**config.mk**
```make
export PLATFORM = sky130hd
export DESIGN_NAME = strap_config_and_driver_enable
export DESIGN_NICKNAME = d
export VERILOG_FILES = /design/src/core/strap_cfg_pkg.sv /design/src/core/strap_config_and_driver_enable.sv
export SDC_FILE = /design/constraint.sdc
export NUM_CORES = 1
export LEC_CHECK = 0
export ABC_AREA = 1
export BUFFER_PORTS_ARGS = -buffer_cell sky130_fd_sc_hd__buf_2
export CAP_MARGIN = 5
export CORE_MARGIN = 5
export CORE_UTILIZATION = 51
export DETAILED_ROUTE_END_ITERATION = 16
export GPL_TIMING_DRIVEN = 0
export PLACE_DENSITY = 0.9
export SLEW_MARGIN = 20
export SYNTH_ARGS = -nofsm -noshare
export SYNTH_HDL_FRONTEND = slang
export SYNTH_SLANG_ARGS = --single-unit
export TNS_END_PERCENT = 30
```
**constraint.sdc**
```tcl
create_clock -name mclk_i -period 2.1 [get_ports mclk_i]
set_input_delay 0.21 -clock mclk_i [delete_from_list [all_inputs] [get_ports mclk_i]]
set_output_delay 0.21 -clock mclk_i [all_outputs]
set_load 0.02 [all_outputs]
```
**src/core/strap_cfg_pkg.sv**
```systemverilog
// package: register map, field layout and carrier types of the strap decoder
package strap_cfg_pkg;

    // ------------------------------------------------------------------
    // register byte offsets
    // ------------------------------------------------------------------
    localparam logic [7:0] drv_tristate_off = 8'h00;
    localparam logic [7:0] cfg_status_off = 8'h04;
    localparam logic [7:0] sel_count_off = 8'h08;

    // ------------------------------------------------------------------
    // field positions in the status word
    // ------------------------------------------------------------------
    localparam int st_host_mode_pos = 0;
    localparam int st_unipolar_pos = 1;
    localparam int st_drv_en_pos = 2;
    localparam int st_sel_active_pos = 3;
    localparam int st_cfg_pos = 8;
    localparam int st_drv_active_pos = 16;

    // ------------------------------------------------------------------
    // reset values and counts
    // ------------------------------------------------------------------
    localparam logic [3:0] drv_tristate_rst = 4'h0;
    localparam logic [15:0] sel_count_rst = 16'h0000;
    localparam logic [15:0] sel_count_one = 16'h0001;

    // ------------------------------------------------------------------
    // bus encodings
    // ------------------------------------------------------------------
    localparam logic [1:0] htrans_nonseq = 2'h2;
    localparam logic [1:0] htrans_seq = 2'h3;
    localparam logic [2:0] hsize_word = 3'h2;
    localparam logic [1:0] hresp_okay = 2'h0;

    // decoded configuration carried to the datapath
    typedef struct packed {
        logic ja_in_tx;
        logic ja_in_rx;
        logic bus_rd_wr_style;
        logic zero_sub_en;
        logic ami_en;
    } line_cfg_type;

    localparam line_cfg_type line_cfg_rst = '{
        ja_in_tx: 1'b0,
        ja_in_rx: 1'b0,
        bus_rd_wr_style: 1'b0,
        zero_sub_en: 1'b0,
        ami_en: 1'b0
    };

    // one latched bus address phase
    typedef struct packed {
        logic valid;
        logic write;
        logic [7:0] addr;
    } bus_req_type;

    localparam bus_req_type bus_req_rst = '{valid: 1'b0, write: 1'b0, addr: 8'h00};

endpackage

```
**src/core/strap_config_and_driver_enable.sv**
```systemverilog
// strap decoder, host select watcher and line driver enable with ahb-lite registers
//
// Contract
// - attenuator placement: low tx, high rx, float off
// - bus style pin: low strobes, high rd/wr
// - line code low, unipolar data: zero substitution codes enabled
// - line code high, unipolar data: plain ami, transparent
// - global enable low tristates all drivers immediately
// - other logic keeps running while drivers off
// - software tristate bit turns off its port in host mode only
`timescale 1ns/10ps

module strap_config_and_driver_enable
    import strap_cfg_pkg::*;
#(
    parameter int num_ports = 4
) (
    input wire logic mclk_i,                           // system clock, 250 mhz
    input wire logic arst_n_i,                         // async reset, active low
    input wire logic host_mode_i,                      // 1 host mode, 0 hardware mode
    input wire logic unipolar_i,                       // 1 unipolar data in hardware mode
    input wire logic host_select_n_i,                  // host interface select, active low
    input wire logic attenuator_place_select_i,        // placement level when driven
    input wire logic attenuator_place_float_i,         // 1 when placement pin undriven
    input wire logic bus_style_or_line_code_select_i,  // bus style or line code pin
    input wire logic global_drv_en_i,                  // global driver enable, high = on
    input wire logic hsel_i,                           // ahb slave select
    input wire logic [31:0] haddr_i,                   // ahb address
    input wire logic [1:0] htrans_i,                   // ahb transfer type
    input wire logic hwrite_i,                         // ahb write
    input wire logic [2:0] hsize_i,                    // ahb size
    input wire logic [31:0] hwdata_i,                  // ahb write data
    input wire logic hready_i,                         // ahb bus ready
    output logic [31:0] hrdata_o,                      // ahb read data
    output logic hreadyout_o,                          // ahb slave ready
    output logic [1:0] hresp_o,                        // ahb response
    output line_cfg_type line_cfg_o,                   // decoded configuration
    output logic host_access_o,                        // select active in host mode
    output logic [num_ports-1:0] line_out_tip_en_o,    // tip driver enable per port
    output logic [num_ports-1:0] line_out_ring_en_o    // ring driver enable per port
);

    // ------------------------------------------------------------------
    // helpers
    // ------------------------------------------------------------------
    function automatic logic addr_hit(input logic [7:0] a, input logic [7:0] off);
        addr_hit = (a == off);
    endfunction

    function automatic logic is_transfer(input logic [1:0] t);
        is_transfer = (t == htrans_nonseq) || (t == htrans_seq);
    endfunction

    // ------------------------------------------------------------------
    // register state
    // ------------------------------------------------------------------
    logic [num_ports-1:0] port_driver_tristate_bit_reg;
    logic [num_ports-1:0] port_driver_tristate_bit_next;
    bus_req_type bus_req_reg;
    bus_req_type bus_req_next;
    logic [31:0] hrdata_reg;
    logic [31:0] hrdata_next;
    line_cfg_type line_cfg_reg;
    line_cfg_type line_cfg_next;
    logic sel_n_reg;
    logic sel_n_next;
    logic host_access_reg;
    logic host_access_next;
    logic [15:0] sel_count_reg;
    logic [15:0] sel_count_next;

    logic addr_phase;
    logic addr_ok;
    logic wr_tristate;
    logic wr_count_clear;
    logic sel_fall;
    logic [num_ports-1:0] drv_active;
    logic [31:0] status_word;

    // ------------------------------------------------------------------
    // strap and host pin decode
    // ------------------------------------------------------------------
    // one mode at a time, so a shared pin never carries both meanings
    function automatic line_cfg_type decode_pins(
            input logic host_mode,
            input logic unipolar,
            input logic place,
            input logic place_open,
            input logic shared_pin);
        decode_pins = line_cfg_rst;
        if (host_mode) begin
            // host mode: the shared pin picks the bus style only
            decode_pins.bus_rd_wr_style = shared_pin;
        end else begin
            // hardware mode: attenuator and line code straps only
            // an open placement pin keeps the attenuator out of both paths
            if (!place_open) begin
                decode_pins.ja_in_tx = !place;
                decode_pins.ja_in_rx = place;
            end
            // the line code only means something for unipolar data
            if (unipolar) begin
                decode_pins.zero_sub_en = !shared_pin;
                decode_pins.ami_en = shared_pin;
            end
        end
    endfunction

    always_comb begin
        line_cfg_next = decode_pins(host_mode_i, unipolar_i, attenuator_place_select_i,
            attenuator_place_float_i, bus_style_or_line_code_select_i);
    end

    always_ff @(posedge mclk_i or negedge arst_n_i) begin
        if (!arst_n_i) begin
            line_cfg_reg <= line_cfg_rst;
        end else begin
            line_cfg_reg <= line_cfg_next;
        end
    end

    // ------------------------------------------------------------------
    // host select watcher
    // ------------------------------------------------------------------
    // each falling edge of the select in host mode starts one access
    assign sel_fall = host_mode_i && sel_n_reg && !host_select_n_i;

    always_comb begin
        sel_n_next = host_select_n_i;
        host_access_next = host_mode_i && !host_select_n_i;
    end

    always_ff @(posedge mclk_i or negedge arst_n_i) begin
        if (!arst_n_i) begin
            // idle level of the select, so no false edge follows reset
            sel_n_reg <= 1'b1;
            host_access_reg <= 1'b0;
        end else begin
            sel_n_reg <= sel_n_next;
            host_access_reg <= host_access_next;
        end
    end

    // ------------------------------------------------------------------
    // select fall counter
    // ------------------------------------------------------------------
    always_comb begin
        sel_count_next = sel_count_reg;
        if (wr_count_clear) begin
            sel_count_next = sel_count_rst;
        end
        // a new access in the clearing cycle still counts
        if (sel_fall) begin
            sel_count_next = wr_count_clear ? sel_count_one : sel_count_reg + sel_count_one;
        end
    end

    always_ff @(posedge mclk_i or negedge arst_n_i) begin
        if (!arst_n_i) begin
            sel_count_reg <= sel_count_rst;
        end else begin
            sel_count_reg <= sel_count_next;
        end
    end

    // ------------------------------------------------------------------
    // line driver enables
    // ------------------------------------------------------------------
    // no register in this path so the global enable cuts drivers at once
    generate
        for (genvar p = 0; p < num_ports; p++) begin : g_port
            // tristate bits act in host mode only; either source wins
            assign drv_active[p] = global_drv_en_i &&
                !(host_mode_i && port_driver_tristate_bit_reg[p]);
        end
    endgenerate

    assign line_out_tip_en_o = drv_active;
    assign line_out_ring_en_o = drv_active;

    // ------------------------------------------------------------------
    // ahb-lite slave
    // ------------------------------------------------------------------
    // decode and registers ignore the driver enable and keep working
    function automatic logic in_block(input logic [31:0] a);
        in_block = (a[31:8] == 24'h00_0000);
    endfunction

    function automatic logic is_word(input logic [2:0] s);
        is_word = (s == hsize_word);
    endfunction

    // unmapped offsets read zero
    function automatic logic [31:0] read_word(
            input logic [7:0] a,
            input logic [num_ports-1:0] tri_bits,
            input logic [31:0] status,
            input logic [15:0] count);
        read_word = 32'h0000_0000;
        if (addr_hit(a, drv_tristate_off)) begin
            read_word[num_ports-1:0] = tri_bits;
        end else if (addr_hit(a, cfg_status_off)) begin
            read_word = status;
        end else if (addr_hit(a, sel_count_off)) begin
            read_word[15:0] = count;
        end
    endfunction

    assign addr_phase = hsel_i && hready_i && is_transfer(htrans_i);
    // transfers outside the block or narrower than a word are answered, then dropped
    assign addr_ok = addr_phase && in_block(haddr_i) && is_word(hsize_i);
    assign wr_tristate = bus_req_reg.valid && bus_req_reg.write &&
        addr_hit(bus_req_reg.addr, drv_tristate_off);
    // any write to the counter clears it; the data word is not looked at
    assign wr_count_clear = bus_req_reg.valid && bus_req_reg.write &&
        addr_hit(bus_req_reg.addr, sel_count_off);

    always_comb begin
        status_word = 32'h0000_0000;
        status_word[st_host_mode_pos] = host_mode_i;
        status_word[st_unipolar_pos] = unipolar_i;
        status_word[st_drv_en_pos] = global_drv_en_i;
        status_word[st_sel_active_pos] = host_access_reg;
        status_word[st_cfg_pos +: $bits(line_cfg_type)] = line_cfg_reg;
        status_word[st_drv_active_pos +: num_ports] = drv_active;
    end

    // ------------------------------------------------------------------
    // address phase capture
    // ------------------------------------------------------------------
    // the write of the data phase uses the address held here
    always_comb begin
        bus_req_next = bus_req_reg;
        if (hready_i) begin
            bus_req_next.valid = addr_ok;
            bus_req_next.write = hwrite_i;
            bus_req_next.addr = haddr_i[7:0];
        end
    end

    always_ff @(posedge mclk_i or negedge arst_n_i) begin
        if (!arst_n_i) begin
            bus_req_reg <= bus_req_rst;
        end else begin
            bus_req_reg <= bus_req_next;
        end
    end

    // ------------------------------------------------------------------
    // read data
    // ------------------------------------------------------------------
    // the word is taken in the address phase and stands through the data phase
    always_comb begin
        hrdata_next = hrdata_reg;
        if (hready_i) begin
            hrdata_next = 32'h0000_0000;
            if (addr_ok && !hwrite_i) begin
                hrdata_next = read_word(haddr_i[7:0], port_driver_tristate_bit_reg,
                    status_word, sel_count_reg);
            end
        end
    end

    always_ff @(posedge mclk_i or negedge arst_n_i) begin
        if (!arst_n_i) begin
            hrdata_reg <= 32'h0000_0000;
        end else begin
            hrdata_reg <= hrdata_next;
        end
    end

    // ------------------------------------------------------------------
    // driver tristate register
    // ------------------------------------------------------------------
    // stored in either mode, but only host mode lets the bits act
    always_comb begin
        port_driver_tristate_bit_next = port_driver_tristate_bit_reg;
        if (wr_tristate) begin
            port_driver_tristate_bit_next = hwdata_i[num_ports-1:0];
        end
    end

    always_ff @(posedge mclk_i or negedge arst_n_i) begin
        if (!arst_n_i) begin
            port_driver_tristate_bit_reg <= drv_tristate_rst[num_ports-1:0];
        end else begin
            port_driver_tristate_bit_reg <= port_driver_tristate_bit_next;
        end
    end

    // ------------------------------------------------------------------
    // outputs
    // ------------------------------------------------------------------
    assign hrdata_o = hrdata_reg;
    // zero wait states and never an error: unmapped words simply read zero
    assign hreadyout_o = 1'b1;
    assign hresp_o = hresp_okay;
    assign line_cfg_o = line_cfg_reg;
    assign host_access_o = host_access_reg;

endmodule

```
==> run_results.csv <==
group,metric,value,unit
layout,drive_above_1_share,27.9,%
sta,post-route-period-util,75.5,%
sta,finalSetupViolCount,0,
power_and_ir_drop,power_density,689,nW/um^2
sta,finalHoldViolCount,0,
worst_setup_path,cp.arrival,1.83,ns
clocking,clockBufferDepth,2,
yosys,ys_warn_count,0,
sta,fin_skew,0.00579,ns
route,drtIter0Drc,214,
global_routing,grt_use_total,21.9,%
sta,setup_ws,0.514,ns
power_and_ir_drop,power_leakage,2.15,nW
global_routing,grt_max_degree,58,
layout,layout_commonest_cell,"nand2_1",
clocking,cts_buffers,9,
layout,largest_register_ffs,20,
layout,fin_util,65.2,%
clocking,cts_tree,"yes",
floorplanning,num_rows,28,
layout,final_cell_mix,"117 x nand2_1, 86 x buf_2, 56 x dfrtp_1",
sta,slew_violations,0,
yosys,synth_cell_types,29,
route,via_per_inst,4.94,
sta,rsz0062_at_grt,"no",
global_routing,grt_pass1_vias,2867,
floorplanning,ios,130,
floorplanning,die_area,7530,sq um
global_routing,grt_pass1_wl,12900,microns
worst_setup_path,endpoint_kind,"flop",
clocking,cts.sinks,57,
yosys,ys_seq_elements,57,
power_and_ir_drop,design_power_total,2.61,mW
sta,slew_headroom,52.8,%
clocking,cts_resized,0,
yosys,seq_area_frac_synth,47.5,%
clocking,cts_root_buf,"clkbuf_8",
layout,syn_to_final_growth,26.1,%
route,drt-pass1-iter-count,5,
power_and_ir_drop,irDropWorstVdd,366,uV
route,ant_nets,0,
yosys,syn-instance-count,397,
sta,tns,0,ns
layout,num_antenna_cells,0,
worst_setup_path,critPathKind,"reg -> reg",
floorplanning,core,5820,sq um
place,dpl.hpwl,5770,microns
clocking,h-tree-depth,3,
run_status,status,"complete, no violations",
route,vias,2897,
sta,tightest_slew,0.708,ns
route,wirelength,7480,microns
sta,max_freq,631,MHz
place,pre_cts_slack,0.521,ns
clocking,post_cts_buffers,0,
run,cap_viol_max_count,0,
worst_setup_path,start_kind,"flop",
min_path,hold_path_class,"in -> reg",
floorplanning,die_w,86.8,microns
global_routing,grt-ovfl-total,0,
clocking,clk_latency,0.34,ns
route,drc,0,
global_routing,antenna_found_initial,0,
worst_setup_path,required,2.34,ns
place,port_buffers,85,
yosys,netlist_area,3010,sq um
place,place_congestion,0.857,
route,wl_per_cell,12.7,microns
floorplanning,initial_utilization,51.7,%
worst_setup_path,cp_max_fo,3,
layout,finalNetCount,590,
floorplanning,die_h,86.8,microns
clocking,cts.clk_slew.worst_paths,0.06,ns
yosys,syn_avg_cell_area,7.57,sq um
sta,period_minus_slack,1.59,ns
==> synthesized netlist by cell type (all sizes together) <==
cell type	count	area [sq um]
a21oi	15	75.1
a31oi	1	6.26
buf	25	186
clkbuf	4	15.0
clkinv	1	5.00
conb	2	7.51
dfrtp	56	1400
dfstp	1	26.3
ha	1	12.5
inv	43	161
nand2	120	458
nand3	16	90.1
nand4	17	106
nor2	62	268
nor3	5	30.0
nor3b	1	7.51
o211ai	4	30.0
o21ai	21	105
or2	1	6.26
xor2	1	8.76
==> critical path, cell delays in order (launching register included) <==
cell	delay (ns)
dfstp_2	0.54
nand2_1	0.06
nor2_2	0.13
nand2_1	0.11
nor2_1	0.20
nand3_1	0.16
nand2_1	0.14
nand2_1	0.06
nand2_1	0.06
inv_1	0.03
==> final cells by class <==
type	instances	area (sq um)
inverter	44	166
buffer	29	201
timing repair buffer	87	448
clock inverter	3	40.0
clock buffer	12	155
sequential	57	1430
multi-input combinational	280	1260
tap	75	93.8
fill	494	2020
==> routing by layer <==
| layer | track usage, % | vias to the layer above | routed length (microns) |
|---|---|---|---|
| li1 | - | 1440 | - |
| met1 | 27.2 | 1319 | 3050 |
| met2 | 37.1 | 118 | 3660 |
| met3 | 3.71 | 20 | 545 |
| met4 | 9.92 | 0 | 226 |
| met5 | 0 | - | 0 |
==> what timing repair did <==
action                     in CTS  in global routing
hold buffers                    1                  1
hold endpoints to repair       56                  1
setup endpoints to repair       0                  0
==> path summary, 6_finish.rpt <==
| check | start | endpoint | slack (ns) | cells after the start |
|---|---|---|---|---|
| setup / recovery | sel_n_reg | sel_count_reg[14] | 0.51 | 9 |
| hold reg to reg | sel_count_reg[9] | sel_count_reg[9] | 0.46 | 1 |
| setup reg to reg | sel_n_reg | sel_count_reg[14] | 0.51 | 9 |
| min in group asynchronous | arst_n_i | bus_req_reg[1] | 0.48 | 2 |
| max in group asynchronous | arst_n_i | sel_count_reg[6] | 1.16 | 2 |
| hold / removal | attenuator_place_select_i | line_cfg_o[4] | 0.02 | 2 |
==> cells by family (layout without fill, tap and decap cells) <==
group / Yosys count / count (layout) / synth area share, %
AND/OR/NAND/NOR: 222 / 222 / 32.1
buffers and inverters: 73 / 175 / 12.2
flip-flops: 57 / 57 / 47.5
AO/OA/AOI/OAI: 41 / 41 / 7.20
other: 2 / 15 / 0.250
adder cells (fa/ha/maj): 1 / 1 / 0.416
XOR/XNOR: 1 / 1 / 0.291
==> where the power goes <==
part / leakage, nW / internal (mW) / total (mW) / switching [mW]
Combinational: 1.30 / 0.140 / 0.359 / 0.219
Clock: 0.102 / 0.602 / 1.01 / 0.413
Sequential: 0.749 / 1.17 / 1.24 / 0.0689
==> stage by stage <==
step | instance area [sq um] | hold slack (ns) | std cells
6_report | 3790 | 0.0249 | 587
5_1_grt | 3790 | 0.0404 | 587
4_1_cts | 3780 | 0.000766 | 586
3_5_place_dp | 3580 | 0.305 | 570
3_3_place_gp | 3570 | 0.349 | 570
2_1_floorplan | 3060 | -0.0856 | 410
(Power assumes the default switching activity.)
